`src/iop_regs.svh`:
```
// register offsets, field positions and reset values of the i/o port
`ifndef IOP_REGS_SVH
`define IOP_REGS_SVH
// ****************************************
// register byte addresses
// ****************************************
// register index times four, one aligned word per register
`define IOP_ADDR_W 18
`define IOP_OFF_MODE 18'h3_FF28
`define IOP_OFF_DATA 18'h3_FF58
`define IOP_OFF_PULL 18'h3_FF84
`define IOP_OFF_DIR 18'h3_FF98
`define IOP_IDX_MODE 16'hFFCA
`define IOP_IDX_DATA 16'hFFD6
`define IOP_IDX_PULL 16'hFFE1
`define IOP_IDX_DIR 16'hFFE6
// ****************************************
// reset values
// ****************************************
`define IOP_RST_MODE 8'h04
`define IOP_RST_DATA 8'h00
`define IOP_RST_PULL 8'h00
`define IOP_RST_DIR 8'h00
`define IOP_DIR_READ 8'hFF
// ****************************************
// mode field positions
// ****************************************
`define IOP_M_PWM 0
`define IOP_M_UD 1
`define IOP_M_RST 2
`define IOP_M_IRQ 3
`define IOP_M_NCS 4
`define IOP_M_WDCK 5
`define IOP_M_EVH 6
`define IOP_M_EVL 7
// ****************************************
// timing
// ****************************************
`define IOP_WD_SYS_DIV 8192
`define IOP_WD_WATCH_DIV 32
`define IOP_NC_TAPS 3
`endif

```
`src/iop_pkg.sv`:
```
// types of the i/o port
package iop_pkg;
	typedef logic [7:0] iop_byte_t;
	typedef enum logic [2:0] {
		IOP_IDLE = 3'b001,
		IOP_SETUP = 3'b010,
		IOP_ACCESS = 3'b100
	} iop_apb_st_t;
endpackage

```
`src/iop_filter.sv`:
```
// noise canceller for the capture input
`timescale 1ns/1ns
`include "iop_regs.svh"
module iop_filter (
	input wire logic clk,
	input wire logic rst_n,
	input wire logic enable,
	input wire logic din,
	output logic dout
);
	logic [`IOP_NC_TAPS-1:0] sh_q;
	logic dout_q;
	always_ff @(posedge clk) begin
		if (!rst_n) begin
			sh_q <= '0;
		end else begin
			sh_q <= {sh_q[`IOP_NC_TAPS-2:0], din};
		end
	end
	// when enabled, output changes only when all taps agree; when not enabled it follows din
	always_ff @(posedge clk) begin
		if (!rst_n) begin
			dout_q <= 1'b0;
		end else if (!enable) begin
			dout_q <= din;
		end else if (&sh_q) begin
			dout_q <= 1'b1;
		end else if (~|sh_q) begin
			dout_q <= 1'b0;
		end
	end
	assign dout = dout_q;
endmodule // iop_filter

```
`src/iop_port.sv`:
```
// eight-bit i/o port with pin multiplexing, apb registers
`timescale 1ns/1ns
`include "iop_regs.svh"
module iop_port (
	input wire logic clk,
	input wire logic rst_n,
	input wire logic psel,
	input wire logic penable,
	input wire logic pwrite,
	input wire logic [17:0] paddr,
	input wire logic [31:0] pwdata,
	input wire logic [3:0] pstrb,
	output logic [31:0] prdata,
	output logic pready,
	output logic pslverr,
	input wire logic [7:0] pin_in,
	output logic [7:0] pin_out,
	output logic [7:0] pin_oe,
	output logic [7:0] pin_pullup,
	input wire logic pwm_out,
	input wire logic reset_out,
	input wire logic watch_clk_en,
	input wire logic capture_input,
	input wire logic nbr_pin3_in,
	output logic event_count_low_in,
	output logic event_count_high_in,
	output logic count_direction_in,
	output logic ext_interrupt_in,
	output logic nbr_pin3_gpio_in,
	output logic capture_filtered,
	output logic watchdog_clk_en
);
	// ****************************************
	// registers
	// ****************************************
	iop_pkg::iop_byte_t port_data_latch_q;
	iop_pkg::iop_byte_t direction_control_q;
	iop_pkg::iop_byte_t pullup_enable_q;
	iop_pkg::iop_byte_t pin_mode_select_q;
	iop_pkg::iop_byte_t gpio_oe;
	iop_pkg::iop_byte_t gpio_out;
	iop_pkg::iop_byte_t gpio_pu;
	logic [31:0] prdata_q;
	logic slverr_q;
	logic wr_en;
	logic wr_data;
	logic wr_dir;
	logic wr_pull;
	logic wr_mode;
	logic rd_en;
	logic known;
	logic [12:0] sys_div_q;
	logic [4:0] watch_div_q;
	logic wd_en_q;

	function automatic logic hit(input logic [17:0] a, input logic [17:0] off);
		hit = (a[17:2] == off[17:2]);
	endfunction

	assign wr_en = psel && penable && pwrite;
	assign rd_en = psel && penable && !pwrite;
	assign known = hit(paddr, `IOP_OFF_MODE) || hit(paddr, `IOP_OFF_DATA) ||
		hit(paddr, `IOP_OFF_PULL) || hit(paddr, `IOP_OFF_DIR);
	assign pready = 1'b1;
	// byte lane 0 carries every register
	assign wr_data = wr_en && pstrb[0] && hit(paddr, `IOP_OFF_DATA);
	assign wr_dir = wr_en && pstrb[0] && hit(paddr, `IOP_OFF_DIR);
	assign wr_pull = wr_en && pstrb[0] && hit(paddr, `IOP_OFF_PULL);
	assign wr_mode = wr_en && pstrb[0] && hit(paddr, `IOP_OFF_MODE);

	// ****************************************
	// register writes
	// ****************************************
	always_ff @(posedge clk) begin
		if (!rst_n) begin
			port_data_latch_q <= `IOP_RST_DATA;
		end else if (wr_data) begin
			port_data_latch_q <= pwdata[7:0];
		end
	end
	always_ff @(posedge clk) begin
		if (!rst_n) begin
			direction_control_q <= `IOP_RST_DIR;
		end else if (wr_dir) begin
			direction_control_q <= pwdata[7:0];
		end
	end
	always_ff @(posedge clk) begin
		if (!rst_n) begin
			pullup_enable_q <= `IOP_RST_PULL;
		end else if (wr_pull) begin
			pullup_enable_q <= pwdata[7:0];
		end
	end
	always_ff @(posedge clk) begin
		if (!rst_n) begin
			pin_mode_select_q <= `IOP_RST_MODE;
		end else if (wr_mode) begin
			pin_mode_select_q <= pwdata[7:0];
		end
	end

	// ****************************************
	// register reads
	// ****************************************
	always_ff @(posedge clk) begin
		if (!rst_n) begin
			prdata_q <= 32'h0000_0000;
		end else if (psel && !penable && !pwrite) begin
			prdata_q <= 32'h0000_0000;
			if (hit(paddr, `IOP_OFF_MODE)) begin
				prdata_q[7:0] <= pin_mode_select_q;
			end else if (hit(paddr, `IOP_OFF_DATA)) begin
				prdata_q[7:0] <= (direction_control_q & port_data_latch_q) |
					(~direction_control_q & pin_in);
			end else if (hit(paddr, `IOP_OFF_PULL)) begin
				prdata_q[7:0] <= pullup_enable_q;
			end else if (hit(paddr, `IOP_OFF_DIR)) begin
				prdata_q[7:0] <= `IOP_DIR_READ;
			end
		end
	end
	always_ff @(posedge clk) begin
		if (!rst_n) begin
			slverr_q <= 1'b0;
		end else if (psel && !penable) begin
			slverr_q <= !known;
		end
	end
	assign prdata = rd_en ? prdata_q : 32'h0000_0000;
	assign pslverr = psel && penable && slverr_q;

	// ****************************************
	// pin multiplexing
	// ****************************************
	// general i/o view of every pin
	always_comb begin
		gpio_oe = direction_control_q;
		gpio_out = direction_control_q & port_data_latch_q;
		gpio_pu = ~direction_control_q & pullup_enable_q;
	end
	// alternate functions override the general view pin by pin
	// mode bits 3, 4 and 5 leave the port pins alone
	always_comb begin
		pin_oe = gpio_oe;
		pin_out = gpio_out;
		pin_pullup = gpio_pu;
		if (pin_mode_select_q[`IOP_M_PWM]) begin
			pin_oe[0] = 1'b1;
			pin_out[0] = pwm_out;
			pin_pullup[0] = 1'b0;
		end
		if (pin_mode_select_q[`IOP_M_UD]) begin
			pin_oe[1] = 1'b0;
			pin_out[1] = 1'b0;
			pin_pullup[1] = 1'b0;
		end
		if (pin_mode_select_q[`IOP_M_RST]) begin
			pin_oe[2] = 1'b1;
			pin_out[2] = reset_out;
			pin_pullup[2] = 1'b0;
		end
		if (pin_mode_select_q[`IOP_M_EVH]) begin
			pin_oe[6] = 1'b0;
			pin_out[6] = 1'b0;
			pin_pullup[6] = 1'b0;
		end
		if (pin_mode_select_q[`IOP_M_EVL]) begin
			pin_oe[7] = 1'b0;
			pin_out[7] = 1'b0;
			pin_pullup[7] = 1'b0;
		end
	end
	assign event_count_low_in = pin_mode_select_q[`IOP_M_EVL] & pin_in[7];
	assign event_count_high_in = pin_mode_select_q[`IOP_M_EVH] & pin_in[6];
	assign count_direction_in = pin_mode_select_q[`IOP_M_UD] & pin_in[1];
	// active-low interrupt idles high when not routed
	assign ext_interrupt_in = pin_mode_select_q[`IOP_M_IRQ] ? nbr_pin3_in : 1'b1;
	assign nbr_pin3_gpio_in = pin_mode_select_q[`IOP_M_IRQ] ? 1'b0 : nbr_pin3_in;

	// ****************************************
	// capture noise canceller
	// ****************************************
	iop_filter u_filter (
		.clk(clk),
		.rst_n(rst_n),
		.enable(pin_mode_select_q[`IOP_M_NCS]),
		.din(capture_input),
		.dout(capture_filtered)
	);

	// ****************************************
	// watchdog clock source
	// ****************************************
	always_ff @(posedge clk) begin
		if (!rst_n) begin
			sys_div_q <= 13'h0000;
		end else begin
			sys_div_q <= sys_div_q + 13'h0001;
		end
	end
	always_ff @(posedge clk) begin
		if (!rst_n) begin
			watch_div_q <= 5'h00;
		end else if (watch_clk_en) begin
			watch_div_q <= watch_div_q + 5'h01;
		end
	end
	always_ff @(posedge clk) begin
		if (!rst_n) begin
			wd_en_q <= 1'b0;
		end else if (pin_mode_select_q[`IOP_M_WDCK]) begin
			wd_en_q <= watch_clk_en && (watch_div_q == 5'h1F);
		end else begin
			wd_en_q <= (sys_div_q == 13'h1FFF);
		end
	end
	assign watchdog_clk_en = wd_en_q;
endmodule // iop_port

```
`config.mk`:
```
export PLATFORM = sky130hd
export DESIGN_NAME = iop_port
export DESIGN_NICKNAME = d
export VERILOG_FILES = /design/src/iop_pkg.sv /design/src/iop_filter.sv /design/src/iop_port.sv
export VERILOG_INCLUDE_DIRS = /design/src
export SDC_FILE = /design/constraint.sdc
export NUM_CORES = 1
export LEC_CHECK = 0
export BUFFER_PORTS_ARGS = -buffer_cell sky130_fd_sc_hd__buf_4
export CORE_MARGIN = 2
export CORE_UTILIZATION = 44
export CTS_CLUSTER_SIZE = 25
export DETAILED_ROUTE_END_ITERATION = 8
export PLACE_DENSITY = 0.77
export SYNTH_ARGS = -nofsm -noshare
export SYNTH_HDL_FRONTEND = slang
export SYNTH_SLANG_ARGS = --single-unit
```
`constraint.sdc`:
```
create_clock -name clk -period 1.45 [get_ports clk]
set_input_delay 0.145 -clock clk [delete_from_list [all_inputs] [get_ports clk]]
set_output_delay 0.145 -clock clk [all_outputs]
set_load 0.01 [all_outputs]
```
==> metrics.md, run 1 <==
| Metric | Value |
|---|---|
| Status | finished clean |
| Post-synth ARST share | 0% |
| CP max stage cell | dfxtp_1 |
| Final core occ | 59.54% |
| Critical Path AT | 1.61 ns |
| Skew final | 0.009010 ns |
| Final setup fails | 0 |
| Die width | 91.02 um |
| HP Class | primary input to register |
| Nets | 541 |
| Placed inst area | 4111 um2 |
| Reg-to-reg startpoint | direction_control_q[1] |
| Final Instance Area | 4342 um2 |
| Place WS | -0.2051 ns |
| Synth area leader | dfxtp_1 |
| Die Ht | 91.02 um |
| Largest net degree at the start of global routing | 65 |
| VDD IR max | 0.0006462 V |
| Post-Syn Area | about 3300 um2 |
| Part of the cycle the worst path needs | between 90% and 100% |
| Core Box Area | 7292 um2 |
| Placed wire-length estimate | roughly 5.5 mm |
| CP Launch Type | register |
| Clk_lat worst skew | approximately 0.34 ns |
| Layout cells sized above 1 | a little over 30% |
| PwrDens | 877.5 nW/um2 |
| Routed WL | 7.555 mm |
| Final Max Slew Viols | 0 |
| GPL Wtd Cong | 0.8557 |
| Initial core utilization | 45.69% |
| Final hold vios | 0 |
| H-tree Lvls | 3 |
| Setup WS post-layout | ~0.065 ns |
| Top cell type's share of synthesized area | 38.45% |
| Total gr overflow | 0 |
| TritonCTS clock tree | built |
| CTS Sinks | 64 |
| Synth area leaders | dfxtp_1 38%, mux2i_1 10%, nor2b_1 8.8% |
| Unrepaired setup endpoints after global routing | false |
| Clk buf depth | 2 |
| Max cap viols | 0 |
| WL per Instance | 13.25 um |
| Worst Setup SP | direction_control_q[1] |
| Post-CTS setup buffers | 0 |
| Global-route wire length before repair | 12.54 mm |
| CP Capture Type | register |
| IO buf count | 82 |
| Via count | 2,747 |
| Ant diodes | 0 |
| Syn Area/Cell | 9.129 um2 |
| Number of DRC markers in iteration 0 | 152 |
| Post-synth EDFFs | 0 |
| Vias in the first global route | 2,750 |
| Crit path time final | 1.385 ns |
| CP peak stage delay | 0.37 ns |
| Filler Cells Inserted | 645 |
| Area delta synth->final | 30.30% |
| First-pass iteration count of the detailed router | 4 |
| Worst Path Required | 1.68 ns |
| Crit path max-delay family | compound AO/OA/AOI/OAI gates |
| Clk slew on worst S/H paths | about 0.070 ns |
| Critical path class | register to register |
| I/O pin count | ~140 |
| # DRC | 0 |
| Hold Startpoint | capture_input |
| Synth cell types | 39 |
| F_max | a little over 700 MHz |
| CP bufs+invs | 0 |
| Root Buffer Master | clkbuf_8 |
| Ys Warns | 0 |
| Crit-path cells | mux2_2, o21ai_0, a22oi_1, o221a_2 |
| Core Rows | 31 |
| Total Routing Usage GR | roughly a fifth |
| Sequential share of the synthesized area | 38.45% |
| Detail Route Antenna Nets | 0 |
| #FFs+latches synth | 64 |
| Die ar. | 8285 um2 |
| Main synth FF type | dfxtp_1 |
| DR vias/cell | 4.819 |
| Leakage | 0.002132 uW |
| Initial antenna violation count | 0 |
| CP Max Fanout | 4 |
| Inserted Clock Buffers | 9 |
| Mapped Cells | 365 |
logic make-up after synthesis:
group	count (synthesis)	share of synthesized area, %
adder cells (fa/ha/maj)	3	1.127
multiplexers	37	11.23
other	2	0.2254
AND/OR/NAND/NOR	148	26.81
XOR/XNOR	15	3.943
AO/OA/AOI/OAI	42	8.900
buffers and inverters	54	9.313
flip-flops	64	38.45
layer usage:
metal	share of wire (%)	GRT usage, %
met2	46	30.56
met5	0	0
met3	7.8	5.477
met1	45	23.17
met4	1.1	7.828
cells in the final DEF, fill, tap and decap left out, drive strengths merged, types with 5 or more instances in the layout:
master / count
clkbuf: 11
o221a: 8
dfxtp: 64
and3: 7
and2: 35
nor2b: 47
conb: 25
nor2: 7
xnor2: 10
buf: 108
nand2: 20
inv: 13
a22oi: 8
xor2: 5
o21ai: 18
nand3: 9
mux2i: 34
final cells by class:
cell class,instances,area (um2),share of cell area (%)
Clock buffer,11,141.4,3.256
Clock inverter,5,80.08,1.844
Inverter,13,48.80,1.124
Multi-Input combinational cell,270,1856,42.74
Sequential cell,64,1281,29.51
Tap cell,99,123.9,2.853
Timing Repair Buffer,108,810.8,18.67
synth_stat cells, types with 2 or more instances:
library cell	n
a21oi_1	2
a22oi_1	8
and2_1	35
and3_1	7
buf_2	2
buf_4	28
clkbuf_1	11
conb_1	2
dfxtp_1	64
ha_1	3
inv_1	13
mux2_2	3
mux2i_1	34
nand2_1	20
nand2b_1	3
nand3_1	9
nand3b_1	2
nand4_1	4
nand4b_1	2
nor2_1	7
nor2b_1	47
nor3b_1	3
o21ai_0	18
o221a_2	7
o31ai_1	3
or2_2	2
xnor2_1	10
xor2_1	5
worst register-to-register path: stages, from the launching register on:
cell	delay, ns
dfxtp_1	0.37
mux2_2	0.36
o21ai_0	0.18
a22oi_1	0.12
o221a_2	0.25
what timing repair did:
item / CTS / global route
setup endpoints to repair: 0 / 2
hold buffers: 0 / 0
gates resized for setup: 0 / 4
flip-flops by register name, indices dropped and copies added (netlist names):
signal               cells
direction_control_q      8
pin_mode_select_q        8
pullup_enable_q          8
prdata_q                 8
watch_div_q              5
sys_div_q               13
u_filter.sh_q            3
watchdog_clk_en          1
u_filter.dout            1
slverr_q                 1
port_data_latch_q        8
final timing paths:
check	end	slack, ns	cells past startpoint
worst max-delay path	prdata_q[1]	0.06	4
worst min-delay path	u_filter.sh_q[0]	0.02	2
worst max register to register	prdata_q[1]	0.06	4
worst min register to register	u_filter.sh_q[1]	0.49	1
power breakdown:
group / switching (uW) / internal (uW) / total, uW / leakage [uW]
clock: 675 / 1010 / 1690 / 0.000106
combinational: 146 / 171 / 317 / 0.00151
sequential: 17.7 / 1790 / 1810 / 0.000518
per-stage QoR:
stage | TNS [ns] | hold WS [ns] | instances | total power, uW
floorplan | -0.1308 | 0.2667 | 388 | 2043
global placement | -3.160 | 0.3635 | 554 | 2155
detailed placement | -5.072 | 0.3647 | 554 | 2161
CTS | 0 | 0.007338 | 570 | 3845
global route | 0 | 0.02466 | 570 | 3959
finish | 0 | 0.01581 | 570 | 3810
Power figures use the tool's default switching activity.
==> run 2: changes to the inputs <==
- CORE_UTILIZATION: 44 -> 43
- PLACE_DENSITY: 0.77 -> 0.76
- SYNTH_HIERARCHICAL: unset -> 1
==> metrics.md, run 2 <==
| Metric | Value |
|---|---|
| Mapped Cells | 378 (was 365) |
| Worst Path Required | 1.31 ns (was 1.68 ns) |
| Unrepaired setup endpoints after global routing | false (unchanged) |
| Clk_lat worst skew | 0.35 ns (was 0.34 ns) |
| Main synth FF type | dfxtp_1 (unchanged) |
| Most frequent cells in the layout | 115 x buf_4, 61 x dfxtp_1, 42 x and2_1 (was 108 x buf_4, 64 x dfxtp_1, 47 x nor2b_1) |
| Sequential share of the synthesized area | 39.07% (was 38.45%) |
| I/O pin count | 137 (unchanged) |
| Setup TNS | 0 ns (unchanged) |
| Synth cell types | 41 (was 39) |
| Post-synth EDFFs | 0 (unchanged) |
| Syn Area/Cell | 8.676 um2 (was 9.129 um2) |
| Leakage | 0.001867 uW (was 0.002132 uW) |
| Comb pwr share | 8.5% (was 8.3%) |
| IO buf count | 82 (unchanged) |
| Most common cell in the netlist | dfxtp_1 (unchanged) |
| WL met3 | 403 um (was 593 um) |
| Via count | 2,969 (was 2,747) |
| Largest net degree at the start of global routing | 36 (was 65) |
| Synth Area in Adders | 1.145% (was 1.127%) |
| Synth area leaders | dfxtp_1 39%, and2_1 8.0%, buf_4 6.4% (was dfxtp_1 38%, mux2i_1 10%, nor2b_1 8.8%) |
| Number of DRC markers in iteration 0 | 129 (was 152) |
| TritonCTS clock tree | built (unchanged) |
| Initial core utilization | 44.73% (was 45.69%) |
| Global-route wire length before repair | 13.01 mm (was 12.54 mm) |
| Mux cell area share after synthesis | 6.410% (was 11.23%) |
| Synth top cells by count | 64 x dfxtp_1, 42 x and2_1, 36 x o21ai_0 (was 64 x dfxtp_1, 47 x nor2b_1, 35 x and2_1) |
| Synth Area in XOR/XNOR | 3.472% (was 3.943%) |
| Setup crit end | pin_pullup[0] (was prdata_q[1]) |
| Core Rows | 31 (unchanged) |
| Hold_buf cts | 0 (unchanged) |
| CP max stage cell | dfxtp_1 (unchanged) |
| CTS Sinks | 64 (unchanged) |
| Post-Syn Area | 3279 um2 (was 3332 um2) |
| Met2 wire length | 4.102 mm (was 3.467 mm) |
| Worst Setup SP | direction_control_q[0] (was direction_control_q[1]) |
| R2R Setup Slk | 0.13 ns (was 0.06 ns) |
| Crit path time final | 1.385 ns (about the same) |
| Layout cells sized above 1 | 30.49% (was 30.36%) |
| # DRC | 0 (unchanged) |
| Detail Route Antenna Nets | 0 (unchanged) |
| Area delta synth->final | 34.22% (was 30.30%) |
| Die Ht | 91.33 um (was 91.02 um) |
| Max reg flops | 13 (unchanged) |
| Die width | 91.33 um (was 91.02 um) |
| CP Max Fanout | 4 (unchanged) |
| Most common cell after layout, fill and taps aside | buf_4 (unchanged) |
| Top sig layer | met4 (unchanged) |
| Reg-to-reg startpoint | sys_div_q[0] (was direction_control_q[1]) |
| Skew final | 0.007294 ns (was 0.009010 ns) |
| Nets | 562 (was 541) |
| Compound-Gate Fraction of Synth Area | 10.57% (was 8.900%) |
| Status | finished clean (unchanged) |
| Depth of the most critical reg-to-reg path | 5 (was 4) |
| Clock power frac | 44.4% (was 44.3%) |
| PwrDens | 871.4 nW/um2 (was 877.5 nW/um2) |
| Ys Warns | 6 (was 0) |
| CP peak stage delay | 0.34 ns (was 0.37 ns) |
| HP Class | primary input to register (unchanged) |
| Top cell type's share of synthesized area | 39.07% (was 38.45%) |
| Post-synth ARST share | 0% (unchanged) |
| Int Pwr | 2957 uW (was 2971 uW) |
| Register area | 1285 um2 (was 1281 um2) |
| Synth area leader | dfxtp_1 (unchanged) |
| H-tree Lvls | 3 (unchanged) |
| Part of the cycle the worst path needs | 95.52% (was 95.54%) |
| Multi-input logic area | 1871 um2 (was 1856 um2) |
| F_max | 722.0 MHz (was 721.9 MHz) |
| Simple-gate area share of the yosys netlist | 30.60% (was 26.81%) |
| Die ar. | 8341 um2 (was 8285 um2) |
| Sw frac | 22.90% (was 22.02%) |
| Max cap viols | 0 (unchanged) |
| Clk slew on worst S/H paths | 0.07 ns (about the same) |
| Worst reg2reg path endpoint | sys_div_q[6] (was prdata_q[1]) |
| Final hold vios | 0 (unchanged) |
| Filler Cells Inserted | 656 (was 645) |
| Clk buf depth | 2 (unchanged) |
| Crit-path cells | or2_2, nor2_1, buf_4 (was mux2_2, o21ai_0, a22oi_1, o221a_2) |
| Core Box Area | 7331 um2 (was 7292 um2) |
| Final std cells w/o fill | 591 (was 570) |
| Inserted Clock Buffers | 9 (unchanged) |
| #FFs+latches synth | 64 (unchanged) |
| CP Capture Type | output pin (was register) |
| First-pass iteration count of the detailed router | 4 (unchanged) |
| Met1 Wirelength | 3.503 mm (was 3.408 mm) |
| Final setup fails | 0 (unchanged) |
| Ant diodes | 0 (unchanged) |
| VDD IR max | 0.0005121 V (was 0.0006462 V) |
| Critical path class | register to output pin (was register to register) |
| Largest family of logic cells by synthesized area | simple AND/OR/NAND/NOR gates (unchanged) |
| Placed wire-length estimate | 6.066 mm (was 5.463 mm) |
| Register share of total power | 47.2% (was 47.4%) |
| Inst Count DP | 574 (was 554) |
| Root Buffer Master | clkbuf_8 (unchanged) |
| Total Routing Usage GR | 19.81% (was 18.77%) |
| Vias in the first global route | 2,755 (was 2,750) |
| Initial antenna violation count | 0 (unchanged) |
| WL per Instance | 13.84 um (was 13.25 um) |
| Routed WL | 8.182 mm (was 7.555 mm) |
| DR vias/cell | 5.024 (was 4.819) |
| Largest Register | sys_div_q (unchanged) |
| Final Max Slew Viols | 0 (unchanged) |
| CP Launch Type | register (unchanged) |
| GPL Wtd Cong | 0.8028 (was 0.8557) |
| Psw | 878.5 uW (was 838.7 uW) |
| Critical Path AT | 1.24 ns (was 1.61 ns) |
| Total gr overflow | 0 (unchanged) |
run 2: cell types whose count changed in the layout (fill, tap and decap cells not counted), sizes merged, moves of 8 or more:
cell and change:
buf +8, o221a -8, a22oi -8, nor2b -19, and2 +8, o21ai +19, a31oi +11, nand2 +9
mux2i -13, inv -8, nand3 +13
run 2: final cells by class:
class / count / share of cell area, %
well taps: 99 / 2.814
repair buffers: 116 / 20.07
multi-input cells: 291 / 42.50
clock buffers: 10 / 3.127
flip-flops and latches: 64 / 29.19
inverters: 5 / 0.4264
clock inverters: 6 / 1.876
run 2: repair_timing:
item | 4_1_cts | 5_1_grt
resized for setup | 3 | 7
pin swaps | 2 | 3
buffers inserted | 1 | 0
setup endpoints to repair | 2 | 6
run 2: worst min-delay path by stage:
stage / slack (ns) / depth (start not counted) / startpoint / end
2_1_floorplan: 0.27 / 1 / capture_input / u_filter/sh_q[0]
3_3_place_gp: 0.36 / 2 / capture_input / u_filter/sh_q[0]
3_5_place_dp: 0.37 / 2 / capture_input / u_filter/sh_q[0]
4_1_cts: 0.01 / 2 / capture_input / u_filter/sh_q[0]
5_1_grt: 0.02 / 2 / capture_input / u_filter/sh_q[0]
6_report: 0.02 / 2 / capture_input / u_filter/sh_q[0]
run 2: kinds of logic (layout without fill, tap and decap cells):
kind of cell / Yosys count / in the layout
DFF: 64 / 64
muxes: 21 / 21
AOI/OAI and AO/OA: 63 / 63
other: 2 / 25
xor gates and xnor gates: 13 / 13
and+or+nand+nor: 166 / 166
adders and majority gates: 3 / 3
buffers and inverters: 46 / 137
run 2: per-stage QoR:
| stage | total power (uW) | hold slack (ns) | utilization, % | setup WS [ns] | cell area, um2 |
|---|---|---|---|---|---|
| finish | 3836 | 0.01733 | 60.04 | 0.06493 | 4402 |
| global route | 3983 | 0.02125 | 60.04 | 0.007049 | 4402 |
| CTS | 3851 | 0.01391 | 59.69 | 0.01695 | 4375 |
| detailed placement | 2166 | 0.3725 | 56.36 | -0.1645 | 4131 |
| global placement | 2156 | 0.3636 | 56.36 | -0.1243 | 4131 |
| floorplan | 2038 | 0.2667 | - | -0.1502 | 3398 |
run 2: power groups by stage:
stage               Combinational, uW  Clock, uW  Sequential [uW]
floorplan                         195          0             1840
global placement                  312          0             1840
detailed placement                321          0             1850
CTS                               322       1720             1810
global route                      359       1810             1810
finish                            324       1700             1810
run 2: metal layers:
layer	GRT usage, %	vias to the layer above
met5	0	-
met1	24.24	1386
li1	-	1468
met4	8.712	0
met3	4.647	12
met2	33.15	103
run 2: worst max-delay path: cells and delay by family (launching register included):
family / cells / cell delay, ns
buf+inv: 1 / 0.13
simple gates: 2 / 0.43
flops: 1 / 0.34
